<file path="src/hw/sipo_expander_pkg.sv">
package sipo_expander_pkg;

    localparam int WIDTH = 16;
    localparam logic [15:0] SHIFT_RESET = 16'h0000;
    localparam logic [15:0] LATCH_RESET = 16'h0000;
    localparam int FIFO_DEPTH = 32;

    localparam int SYS_CLK_MHZ = 100;
    localparam int SHIFT_MAX_MHZ = 5;
    // Shortest legal shift clock period in system cycles (100 / 5).
    localparam int SHIFT_MIN_CYCLES = SYS_CLK_MHZ / SHIFT_MAX_MHZ;

endpackage : sipo_expander_pkg

</file>
<file path="src/hw/frame_fifo.sv">
`timescale 1ns/10ps
module frame_fifo #(
    parameter int DATA_W = 16,
    parameter int DEPTH = 32
) (
    input wire logic i_clk,
    input wire logic i_resetn,
    input wire logic i_valid,
    output logic o_ready,
    input wire logic [DATA_W-1:0] i_data,
    output logic o_valid,
    input wire logic i_ready,
    output logic [DATA_W-1:0] o_data
);
    localparam int AW = $clog2(DEPTH);

    initial begin
        if (DEPTH < 2 || (1 << AW) != DEPTH) begin
            $error("frame_fifo depth must be a power of two of at least 2");
        end
    end

    logic [DATA_W-1:0] mem_q [DEPTH];
    logic [AW:0] wr_q;
    logic [AW:0] rd_q;

    wire full = (wr_q[AW] != rd_q[AW]) && (wr_q[AW-1:0] == rd_q[AW-1:0]);
    wire empty = (wr_q == rd_q);
    wire push = i_valid && !full;
    wire pop = o_valid && i_ready;

    assign o_ready = !full;
    assign o_valid = !empty;
    assign o_data = mem_q[rd_q[AW-1:0]];

    always_ff @(posedge i_clk) begin
        if (push) begin
            mem_q[wr_q[AW-1:0]] <= i_data;
        end
    end

    always_ff @(posedge i_clk or negedge i_resetn) begin
        if (!i_resetn) begin
            wr_q <= '0;
            rd_q <= '0;
        end else begin
            if (push) begin
                wr_q <= wr_q + 1'b1;
            end
            if (pop) begin
                rd_q <= rd_q + 1'b1;
            end
        end
    end
endmodule : frame_fifo

</file>
<file path="src/hw/sipo_expander.sv">
`timescale 1ns/10ps
// Notes on behaviour
// Clear low forces every latch and parallel output to zero.
// Clear never touches the shift register.
// Shift register and latch are both sixteen bits.
// Each rising shift clock edge shifts serial data in one stage.
// Strobe high holds the latches while shifting continues.
// Strobe falling copies the shift register into the latches.
// Shifting never depends on the strobe.
// Strobe low with clear high makes latches follow the shift register.
// Host stops shift clock during strobe low unless outputs should ripple.
// Cascade output always shows the last shift stage.
// Cascade output feeds the next device's serial data input.
// Host keeps shift clock and data within the maximum rate.
// First bit of a frame lands on the highest output and cascade stage.
// Host raises strobe, shifts, stops clock, then pulses strobe low.
module sipo_expander
    import sipo_expander_pkg::*;
#(
    parameter int FIFO_DEPTH_P = FIFO_DEPTH
) (
    input wire logic i_clk,
    input wire logic i_resetn,
    input wire logic i_serial_data,
    input wire logic i_shift_clk,
    input wire logic i_latch_strobe,
    input wire logic i_clear_n,
    output logic [WIDTH-1:0] o_parallel_out,
    output logic o_cascade_out,
    output logic [WIDTH-1:0] o_frame_data,
    output logic o_frame_valid,
    input wire logic i_frame_ready,
    output logic o_frame_dropped
);
    initial begin
        if (WIDTH != 16) begin
            $error("sipo_expander is built for a sixteen bit register");
        end
    end

    logic shift_clk_q;
    logic [WIDTH-1:0] shift_q;
    logic [WIDTH-1:0] latch_q;
    logic strobe_q;
    logic dropped_q;
    logic fifo_ready;

    // Shift clock is sampled synchronously; a rising edge is one system cycle pulse.
    wire shift_rise = i_shift_clk && !shift_clk_q;
    // Newest bit enters stage 0, so the earliest bit ends at the top stage.
    wire [WIDTH-1:0] shift_d = {shift_q[WIDTH-2:0], i_serial_data};
    wire strobe_fall = strobe_q && !i_latch_strobe;
    wire transparent = !i_latch_strobe && i_clear_n;

    always_ff @(posedge i_clk or negedge i_resetn) begin
        if (!i_resetn) begin
            shift_clk_q <= 1'b0;
            strobe_q <= 1'b1;
        end else begin
            shift_clk_q <= i_shift_clk;
            strobe_q <= i_latch_strobe;
        end
    end

    // Clear is not looked at here, so the shift contents survive it.
    always_ff @(posedge i_clk or negedge i_resetn) begin
        if (!i_resetn) begin
            shift_q <= SHIFT_RESET;
        end else if (shift_rise) begin
            shift_q <= shift_d;
        end
    end

    // The latch clears while clear is low, follows the register while transparent and holds otherwise.
    always_ff @(posedge i_clk or negedge i_resetn) begin
        if (!i_resetn) begin
            latch_q <= LATCH_RESET;
        end else if (!i_clear_n) begin
            latch_q <= LATCH_RESET;
        end else if (transparent) begin
            latch_q <= shift_rise ? shift_d : shift_q;
        end
        // Strobe high: hold.
    end

    // Parallel outputs are forced low combinationally as soon as clear goes low.
    assign o_parallel_out = i_clear_n ? latch_q : '0;
    assign o_cascade_out = shift_q[WIDTH-1];

    // Each strobe fall with clear high pushes the transferred frame, or flags it dropped if the FIFO is full.
    wire frame_push = strobe_fall && i_clear_n;

    always_ff @(posedge i_clk or negedge i_resetn) begin
        if (!i_resetn) begin
            dropped_q <= 1'b0;
        end else begin
            dropped_q <= frame_push && !fifo_ready;
        end
    end
    assign o_frame_dropped = dropped_q;

    frame_fifo #(
        .DATA_W(WIDTH),
        .DEPTH(FIFO_DEPTH_P)
    ) u_fifo (
        .i_clk(i_clk),
        .i_resetn(i_resetn),
        .i_valid(frame_push),
        .o_ready(fifo_ready),
        .i_data(shift_q),
        .o_valid(o_frame_valid),
        .i_ready(i_frame_ready),
        .o_data(o_frame_data)
    );
endmodule : sipo_expander

</file>
<file path="config.mk">
export PLATFORM = sky130hd
export DESIGN_NAME = sipo_expander
export DESIGN_NICKNAME = d
export VERILOG_FILES = /design/src/hw/sipo_expander_pkg.sv /design/src/hw/frame_fifo.sv /design/src/hw/sipo_expander.sv
export SDC_FILE = /design/constraint.sdc
export NUM_CORES = 1
export LEC_CHECK = 0
export BUFFER_PORTS_ARGS = -buffer_cell sky130_fd_sc_hd__buf_2
export CORE_MARGIN = 3
export CORE_UTILIZATION = 41
export DETAILED_ROUTE_END_ITERATION = 7
export GPL_ROUTABILITY_DRIVEN = 0
export HOLD_SLACK_MARGIN = 0.12
export SETUP_SLACK_MARGIN = 0.05
export SYNTH_ARGS = -nofsm -noshare
export SYNTH_HDL_FRONTEND = slang
export SYNTH_SLANG_ARGS = --single-unit
</file>
<file path="constraint.sdc">
create_clock -name i_clk -period 3.96 [get_ports i_clk]
set_input_delay 0.792 -clock i_clk [delete_from_list [all_inputs] [get_ports i_clk]]
set_output_delay 0.792 -clock i_clk [all_outputs]
set_load 0.03 [all_outputs]
</file>
# [Yosys cells after proc, flatten, opt, wreduce, memory -nomap -nowiden]
# Memory sizes are Yosys's and may differ from the RTL's.
# Index checks and enable logic that the tools add are counted.
# Widths: inputs -> output; s select.
[word_totals] register_bits=47 latchBits=0 ramBits=512 rom_bits=0 out_inout_bits=35 wordCells=32 n_memories=1
[mem_list] memory="u_fifo.mem_q" depth=32 word_bits=16 read_ports=1 rd_ports_with_merged_regs=0 write_ports=1 line_no="frame_fifo.sv:23" rtl="logic [DATA_W-1:0] mem_q [DEPTH];"
[op_classes] addsub=2 n_mul=0 div=0 n_lt_le_gt_ge=0 eq_ne=4 shift=0 mux=6 n_bitwise=0 reduce_logical=12
[op_table] cell="$mux 16" count=4
[op_table] cell="$add 6x1->6 const B" count=2
[op_table] cell="$logic_and 1x1->1" count=8
[op_table] cell="$eq 6x6->1" count=1
[op_table] cell="$eq 5x5->1" count=1
[op_table] cell="$logic_not 1->1" count=4
[op_table] cell="$mux 1" count=2
[op_table] cell="$ne 2x1->1 const B" count=1
[op_table] cell="$ne 1x1->1" count=1

# [Depth between registers and ports, before layout]
# Gate-level depths: netlist of run 1.
[depth] word_depth=6 ltp_mapped=8 ltp_nobuf=5

# [Modules after synthesis]
# A second synthesis of run 1 with hierarchy kept.
[hier_totals] hier_cells=992 area_unflattened_um2=21531.9
[modules_own_cells] module="frame_fifo" instances=1 cells_each=881 area_per_inst_um2=20011.7 seq_area_each_um2=15675.0
[modules_own_cells] module="sipo_expander" instances=1 cells_each=111 area_per_inst_um2=1520.2 seq_area_each_um2=877.1

# [Least setup slack after synthesis of run 1]
# Ideal clock, no wire load.
[synth_timing] path_kind="input to register" from="input port i_latch_strobe" to="memory u_fifo.mem_q[15][0], enable pin" setup_ns=0.409 arrival_time_ns=2.567 t_required_ns=3.551 slack_ns=0.984 cell_stages=5 n_path_buf=1 cell_sequence="nand3b_1 -> a31oi_1 -> buf_2 -> nand2_1 -> nor3_1"
[synth_between] elab_chain_len=6
[synth_lines] element="from (decl)" line_no="sipo_expander.sv:26" rtl="input wire logic i_latch_strobe,"
[synth_lines] element="$logic_not 1->1" line_no="sipo_expander.sv:52" rtl="wire strobe_fall = strobe_q && !i_latch_strobe;"
[synth_lines] element="$logic_and 1x1->1" line_no="sipo_expander.sv:52"
[synth_lines] element="$logic_and 1x1->1" line_no="sipo_expander.sv:91" rtl="wire frame_push = strobe_fall && i_clear_n;"
[synth_lines] element="$logic_and 1x1->1" line_no="frame_fifo.sv:29" rtl="wire push = i_valid && !full;"
[synth_lines] element="$mux 1" line_no="frame_fifo.sv:37" rtl="if (push) begin"
[synth_lines] element="$mux 1 (not written as such)" line_no="frame_fifo.sv:38" rtl="mem_q[wr_q[AW-1:0]] <= i_data;"
[synth_lines] element="to (decl)" line_no="frame_fifo.sv:23"
# Every way passes these cells.

# [Worst setup path in the final report of run 1]
[layout_timing] from="register u_fifo.rd_q[0]" to="output port o_frame_data[2]"
[layout_between] elab_chain_len=1
[layout_lines] element="from (decl)" line_no="frame_fifo.sv:25" rtl="logic [AW:0] rd_q;"
[layout_lines] element="from (signal assigned)" line_no="frame_fifo.sv:51" rtl="rd_q <= rd_q + 1'b1;"
[layout_lines] element="$mem_v2 32x16"
[layout_lines] element="to (decl)" line_no="sipo_expander.sv:30" rtl="output logic [WIDTH-1:0] o_frame_data,"
# Every way passes these cells.

==> summary.txt, run 1 <==
Synth
  • Number of instances in the synthesized netlist: 1059
  • Area share of and/or/nand/nor cells after synthesis: 2.88%
  • Mux contribution to synthesized area: 13.9%
  • Unique cell type count in the Yosys netlist: 42
  • Mean instance size in the synthesized netlist: 20.7 um2
  • Fraction of the mapped netlist area in compound gates: 4.85%
  • Post-synth ARST share: 8.41%
  • Syn nets: 1071
  • Share of Yosys cell area claimed by the top area cell type: 70.3%
  • Top post-synthesis cells by area: sky130_fd_sc_hd__edfxtp_1, sky130_fd_sc_hd__mux4_2, sky130_fd_sc_hd__dfrtp_1
  • Cell taking the most area after synthesis: sky130_fd_sc_hd__edfxtp_1
  • Combinational family with the most area after synthesis: multiplexers
  • Seq/Total Area, Yosys: 75.6%
  • Total number of yosys warnings: 0
  • Post-Syn Area: 0.0219 mm2
  • Xor/xnor cell area share of the yosys netlist: 0.640%
  • Most numerous cell types in the synthesized netlist: sky130_fd_sc_hd__edfxtp_1, sky130_fd_sc_hd__mux4_2, sky130_fd_sc_hd__mux2i_1
  • Dominant cell by count in the synthesized netlist: sky130_fd_sc_hd__edfxtp_1
  • Synth Register Bits: 559
  • Main flop type after synthesis: sky130_fd_sc_hd__edfxtp_1
  • Fraction of the mapped netlist area in adder cells: 0.286%
  • Number of synthesized flops with an enable pin: 512

Floorplan
  • Starting density of the core: 41.6%
  • Die Footprint: 0.0562 mm2
  • Die width: 237 um
  • I/O Pins: 42
  • Overall die height: 237 um
  • Standard cell core area: 0.0527 mm2
  • Standard-cell row count: 84

Timing
  • Setup slack after layout: 0.109 ns
  • Worst Max-Slew Pin Slew: 1.24 ns
  • Shortest period the worst path allows: 3.85 ns
  • Final setup fails: 0
  • Final total negative setup slack: 0 ns
  • Final number of hold-violating endpoints: 0
  • RSZ-0062 raised after global routing: yes
  • Peak Freq: 260 MHz
  • Rel. slew slack: 17.6%
  • Fin Clk Skew: 0.0168 ns
  • Post-route fraction of the period consumed by the critical path: 97.2%
  • Final Max Slew Viols: 0

CTS
  • Buffers from clock root to sink, at most: 3
  • Root buf cell: sky130_fd_sc_hd__clkbuf_16
  • CTS clk-pin slew, worst paths: 0.06 ns
  • Number of H-tree branching levels: 2
  • Clock tree from TritonCTS: built
  • Number of buffers added by the clock tree synthesis step: 55
  • Hold_buf cts: 0
  • Clock network latency to the later pin of the worst-skew pair: 0.61 ns
  • Number of sinks on the clock net: 559

Layout
  • Antenna Diode Count: 0
  • NumNets Final: 1174
  • Area growth, synth to finish: 14.8%
  • Share of post-route cells with drive strength above 1: 26.1%
  • Final-layout fill cell count: 4295

Critical path
  • R2R Path Start: u_fifo.rd_q[4]$_DFFE_PN0P_
  • Delay of the slowest cell on the worst path: 0.54 ns
  • Required @ worst endpoint: 3.17 ns
  • Critical path data arrival time: 3.06 ns
  • Cell-by-cell listing of the critical path: buf_12 -> mux4_2 -> a22o_1 -> a2111oi_4 -> buf_4 -> a21oi_1 -> buf_2
  • Critical Path Fanout Max: 26
  • Launching instance or port of the critical path: u_fifo.rd_q[0]$_DFFE_PN0P_
  • Critical path capture point type: output port
  • Critical Path Start Type: register
  • Worst setup path category: register to output port
  • Slowest stage cell, crit path: sky130_fd_sc_hd__mux4_2

GRT
  • GRT Util Overall: 17.4%
  • Global-route wire length before repair: 72700 um
  • Number of global-route vias before repair: 11000
  • Overflow left after global routing: 0
  • Pin count of the biggest net entering global routing: 48
  • Antenna violations before repair: 0

Pwr
  • Largest voltage drop on the vdd net: 409 uV
  • Sw Pwr: 0.00602 W
  • Relative contribution of the clock network to total power: 27.0%
  • Switching Fraction: 32.8%
  • Leakage: 8.70 nW
  • Part of the total power dissipated in combinational logic: 27.7%
  • Sequential share of power: 45.3%
  • Cell Pwr Density: 731 mW/mm2
  • Internal power summed over all cells: 0.0124 W

Route
  • Number of vias per cell after detailed routing: 5.63
  • Wire length after detailed routing: 48700 um
  • Average wire per cell in the routed design: 25.7 um
  • DRT Pass-1 Iters: 5
  • Drt first-iter violations: 1126
  • Total number of vias: 10700
  • Count of antenna-violating nets left after detailed routing: 0
  • DRC violations left: 0

Run status
  • Status: completed

Placed design
  • Worst slack at placement: 0.625 ns
  • Dpl hpwl: 27800 um
  • IO Port Bufs: 41

Hold path
  • Classification of the worst-slack hold path: primary input to register
  • Hold path startpoint: i_shift_clk

Flow run
  • Number of max-capacitance violations reported: 0
[cell usage in the layout, fill, tap and decap left out, types with 11 or more instances in the layout]
| cell | count |
|---|---|
| sky130_fd_sc_hd__a22oi_1 | 15 |
| sky130_fd_sc_hd__buf_4 | 50 |
| sky130_fd_sc_hd__dfrtp_1 | 42 |
| sky130_fd_sc_hd__o221ai_1 | 16 |
| sky130_fd_sc_hd__and3_1 | 33 |
| sky130_fd_sc_hd__mux4_1 | 13 |
| sky130_fd_sc_hd__o211a_1 | 16 |
| sky130_fd_sc_hd__mux4_2 | 82 |
| sky130_fd_sc_hd__a2111oi_2 | 11 |
| sky130_fd_sc_hd__mux2_2 | 17 |
| sky130_fd_sc_hd__edfxtp_1 | 512 |
| sky130_fd_sc_hd__nand2b_1 | 17 |
| sky130_fd_sc_hd__buf_2 | 41 |
| sky130_fd_sc_hd__and2_1 | 17 |
| sky130_fd_sc_hd__mux2i_1 | 66 |
| sky130_fd_sc_hd__clkinv_2 | 12 |
| sky130_fd_sc_hd__buf_12 | 15 |
| sky130_fd_sc_hd__clkbuf_1 | 13 |
| sky130_fd_sc_hd__a22o_1 | 16 |
| sky130_fd_sc_hd__a21oi_1 | 30 |
| sky130_fd_sc_hd__clkbuf_16 | 56 |
| sky130_fd_sc_hd__o22ai_1 | 15 |
[per-stage QoR]
| stage | hold WS (ns) | utilization (%) | instance area [um2] | std cells | power, W |
|---|---|---|---|---|---|
| 6_report | 0.316 | 47.7 | 25100 | 1896 | 0.0184 |
| 5_1_grt | 0.302 | 47.7 | 25100 | 1896 | 0.0192 |
| 4_1_cts | 0.277 | 47.6 | 25100 | 1895 | 0.0185 |
| 3_5_place_dp | 0.497 | 44.2 | 23300 | 1790 | 0.0134 |
| 3_3_place_gp | 0.483 | 44.2 | 23300 | 1790 | 0.0134 |
| 2_1_floorplan | 0.464 | - | 21900 | 1059 | 0.0115 |
[cell type report]
class	count	area (um2)	share of cell area, %
well taps	688	861	3.43
clock buffers	71	1480	5.88
flip-flops and latches	559	16600	65.9
inverters	2	7.51	0.0299
multi-input cells	433	5010	19.9
repair buffers	111	978	3.89
clock inverters	32	231	0.921
[flip-flops by register name, summed over array words and instances (netlist names)]
| register | count |
|---|---|
| shift_clk_q | 1 |
| strobe_q | 1 |
| u_fifo.mem_q | 512 |
| shift_q | 16 |
| o_frame_dropped | 1 |
| latch_q | 16 |
| u_fifo.wr_q | 6 |
| u_fifo.rd_q | 6 |
[critical path: cells and delay by family, from the launching register on]
kind	cells	cell delay [ns]
AOI/OAI and AO/OA	3	0.75
buffers and inverters	3	0.62
muxes	1	0.54
DFF	1	0.53
[path summary, 6_finish.rpt]
check / slack (ns) / depth (start not counted) / to
setup reg to reg: 1.29 / 6 / u_fifo.mem_q[14][7]$_DFFE_PP_
max in group asynchronous: 2.79 / 1 / u_fifo.rd_q[2]$_DFFE_PN0P_
setup / recovery: 0.11 / 7 / o_frame_data[2]
min in group asynchronous: 0.39 / 1 / o_frame_dropped$_DFF_PN0_
hold reg to reg: 0.51 / 1 / u_fifo.rd_q[5]$_DFFE_PN0P_
hold / removal: 0.32 / 1 / shift_clk_q$_DFF_PN0_
[logic make-up after synthesis]
| logic type | Yosys count |
|---|---|
| compound gates | 129 |
| mux | 178 |
| fa+ha+maj | 5 |
| flops | 559 |
| xor+xnor | 16 |
| simple gates | 105 |
| buf+inv | 67 |
[power by group through the flow]
stage          sequential, W  combinational (W)  clock (W)
2_1_floorplan        0.00788            0.00361          0
3_3_place_gp         0.00843            0.00495          0
3_5_place_dp         0.00847            0.00497          0
4_1_cts              0.00835            0.00508    0.00507
5_1_grt              0.00844            0.00543    0.00532
6_report             0.00833            0.00509    0.00496
[layer usage]
layer  track usage, %  up-vias  part of all wire (%)
met5                0        -                     0
met4             4.93        0                   1.9
met3             2.54       57                   5.1
met2             27.5      326                    48
met1             25.5     5664                    45
li1                 -     4622                     -
[timing repair]
item,4_1_cts,5_1_grt
cloned,1,0
endpoints found under the setup margin,9,6
pin swaps,0,0
resized for setup,4,6
setup buffers,1,1
Note: power is estimated with default switching activity, not from simulation.
==> run 2: changes to the inputs <==
--- a/config.mk
+++ b/config.mk
@@ -5,6 +5,7 @@
 export SDC_FILE = /design/constraint.sdc
 export NUM_CORES = 1
 export LEC_CHECK = 0
+export ABC_AREA = 1
 export BUFFER_PORTS_ARGS = -buffer_cell sky130_fd_sc_hd__buf_2
 export CORE_MARGIN = 3
 export CORE_UTILIZATION = 41
@@ -14,4 +15,5 @@
 export SETUP_SLACK_MARGIN = 0.05
 export SYNTH_ARGS = -nofsm -noshare
 export SYNTH_HDL_FRONTEND = slang
+export SYNTH_HIERARCHICAL = 1
 export SYNTH_SLANG_ARGS = --single-unit
==> summary.txt, run 2 <==
Run status
  • Status: completed

Synth
  • Dominant cell by count in the synthesized netlist: sky130_fd_sc_hd__nand2_1
  • Syn nets: 2083
  • Number of synthesized flops with an enable pin: 512
  • Unique cell type count in the Yosys netlist: 28
  • Post-synth ARST share: 8.41%
  • Synth Register Bits: 559
  • Cell taking the most area after synthesis: sky130_fd_sc_hd__edfxtp_1
  • Number of instances in the synthesized netlist: 2071
  • Share of Yosys cell area claimed by the top area cell type: 66.7%
  • Most numerous cell types in the synthesized netlist: sky130_fd_sc_hd__nand2_1, sky130_fd_sc_hd__edfxtp_1, sky130_fd_sc_hd__nand3_1
  • Post-Syn Area: 0.0231 mm2
  • Mean instance size in the synthesized netlist: 11.1 um2
  • Total number of yosys warnings: 6
  • Top post-synthesis cells by area: sky130_fd_sc_hd__edfxtp_1, sky130_fd_sc_hd__nand2_1, sky130_fd_sc_hd__nand3_1
  • Seq/Total Area, Yosys: 71.8%
  • Main flop type after synthesis: sky130_fd_sc_hd__edfxtp_1

Layout
  • Number of flip-flops in the largest register: 512
  • Final cell count without fillers: 2892
  • Share of post-route cells with drive strength above 1: 9.24%
  • Final core occ: 46.8%
  • Final-layout fill cell count: 5107
  • Leading cell types in the layout, fill and taps excluded: sky130_fd_sc_hd__nand2_1, sky130_fd_sc_hd__edfxtp_1, sky130_fd_sc_hd__nand3_1
  • Area growth, synth to finish: 12.2%
  • Antenna Diode Count: 0
  • Most common cell after layout, fill and taps aside: sky130_fd_sc_hd__nand2_1
  • NumNets Final: 2116

Placed design
  • Worst slack at placement: 0.595 ns
  • Dpl hpwl: 37700 um
  • Post-Place Cells: 2796
  • IO Port Bufs: 41

CTS
  • Number of H-tree branching levels: 2
  • Clock tree from TritonCTS: built
  • Number of buffers added by the clock tree synthesis step: 54
  • Root buf cell: sky130_fd_sc_hd__clkbuf_16
  • Buffers from clock root to sink, at most: 3
  • Clock network latency to the later pin of the worst-skew pair: 0.60 ns
  • Number of sinks on the clock net: 559
  • Number of post-CTS setup repair buffers: 0
  • CTS clk-pin slew, worst paths: 0.06 ns

Critical path
  • Critical Path Start Type: register
  • Critical Path Fanout Max: 48
  • Worst setup path category: register to output port
  • Required @ worst endpoint: 3.17 ns
  • Critical path data arrival time: 3.08 ns
  • Critical path capture point type: output port

Floorplan
  • Standard cell core area: 0.0553 mm2
  • Overall die height: 243 um
  • Die width: 243 um
  • Standard-cell row count: 86
  • Die Footprint: 0.0591 mm2
  • Starting density of the core: 41.7%
  • I/O Pins: 42

Timing
  • Setup slack after layout: 0.0847 ns
  • Final setup fails: 0
  • Post-route fraction of the period consumed by the critical path: 97.9%
  • Final number of hold-violating endpoints: 0
  • RSZ-0062 raised after global routing: no
  • Final Max Slew Viols: 0
  • Final total negative setup slack: 0 ns
  • Fin Clk Skew: 0.0129 ns
  • Worst Max-Slew Pin Slew: 1.08 ns
  • Peak Freq: 258 MHz
  • Rel. slew slack: 27.9%
  • Shortest period the worst path allows: 3.88 ns

GRT
  • Number of global-route vias before repair: 14900
  • Antenna violations before repair: 0
  • Overflow left after global routing: 0
  • GRT Util Overall: 21.5%
  • Global-route wire length before repair: 96000 um
  • Pin count of the biggest net entering global routing: 155

Route
  • Total number of vias: 15600
  • Average wire per cell in the routed design: 22.2 um
  • Wire length after detailed routing: 64300 um
  • Drt first-iter violations: 1812
  • DRT Pass-1 Iters: 5
  • DRC violations left: 0
  • Number of vias per cell after detailed routing: 5.41
  • Count of antenna-violating nets left after detailed routing: 0

Hold path
  • Classification of the worst-slack hold path: primary input to register

Pwr
  • Largest voltage drop on the vdd net: 831 uV
  • Post-layout total power: 0.0184 W
  • Leakage: 9.64 nW
  • Cell Pwr Density: 711 mW/mm2

Flow run
  • Number of max-capacitance violations reported: 0
run 2: cell count changes after synthesis, sizes merged, moves of 16 or more:
cell	change
buf	+53
mux2i	-66
o221ai	-16
nand2b	-17
mux2	-17
and3	-33
inv	+47
o211a	-16
a22o	-16
nor2	+40
mux4	-95
nand3	+327
nand2	+858
a21oi	+34
run 2: cells by family after synthesis:
family	synth area share (%)
AOI/OAI and AO/OA	1.43
xor gates and xnor gates	0.304
adders and majority gates	0.271
buffers and inverters	3.41
DFF	71.8
and+or+nand+nor	22.8
run 2: routing by layer:
layer / share of wire [%] / GRT usage (%) / vias up
li1: - / - / 7103
met1: 44 / 31.5 / 7762
met2: 46 / 32.9 / 682
met3: 8.1 / 3.95 / 100
met4: 2.9 / 6.64 / 0
met5: 0 / 0 / -
run 2: power breakdown:
part | switching (W) | leakage [nW] | total, W | internal [W]
Sequential | 0.000567 | 4.81 | 0.00739 | 0.00682
Clock | 0.00215 | 0.845 | 0.00513 | 0.00298
Combinational | 0.00440 | 3.99 | 0.00588 | 0.00149
Total | 0.00711 | 9.64 | 0.0184 | 0.0113
run 2: through the flow:
step,hold slack [ns],area [um2]
after floorplan,0.449,23100
after global placement,0.464,24100
after detailed placement,0.465,24100
after CTS,0.325,25900
after global routing,0.329,25900
final,0.356,25900
run 2: critical path, cell delays in order, from the launching register on:
cell	delay (ns)
sky130_fd_sc_hd__dfrtp_2	0.71
sky130_fd_sc_hd__buf_4	0.62
sky130_fd_sc_hd__nand3_1	0.22
sky130_fd_sc_hd__nand3_1	0.21
sky130_fd_sc_hd__nand3_1	0.20
sky130_fd_sc_hd__nand3_1	0.18
sky130_fd_sc_hd__nand2_1	0.12
sky130_fd_sc_hd__buf_2	0.20
run 2: final timing paths:
path / cells after the start / start / slack [ns] / end
max: 7 / u_fifo/rd_q[1]$_DFFE_PN0P_ / 0.08 / o_frame_data[4]
min: 1 / i_latch_strobe / 0.36 / strobe_q$_DFF_PN1_
max reg2reg: 9 / u_fifo/rd_q[1]$_DFFE_PN0P_ / 0.79 / u_fifo/mem_q[18][4]$_DFFE_PP_
min reg2reg: 2 / latch_q[10]$_DFFE_PN0P_ / 0.48 / latch_q[10]$_DFFE_PN0P_
max in group asynchronous: 1 / i_resetn / 2.78 / u_fifo/rd_q[0]$_DFFE_PN0P_
min in group asynchronous: 1 / i_resetn / 0.40 / u_fifo/wr_q[3]$_DFFE_PN0P_
run 2: timing repair:
item	in CTS	in global routing
hold buffers	0	0
hold endpoints to repair	0	0
gates resized for setup	0	3
endpoints found under the setup margin	0	9
run 2: layout make-up:
| class | instances | area [um2] | area share (%) |
|---|---|---|---|
| Clock buffer | 67 | 1420 | 5.49 |
| Clock inverter | 29 | 307 | 1.18 |
| Inverter | 51 | 210 | 0.812 |
| Multi-Input combinational cell | 1342 | 5720 | 22.1 |
| Sequential cell | 559 | 16600 | 64.1 |
| Tap cell | 748 | 936 | 3.62 |
| Timing Repair Buffer | 96 | 706 | 2.73 |
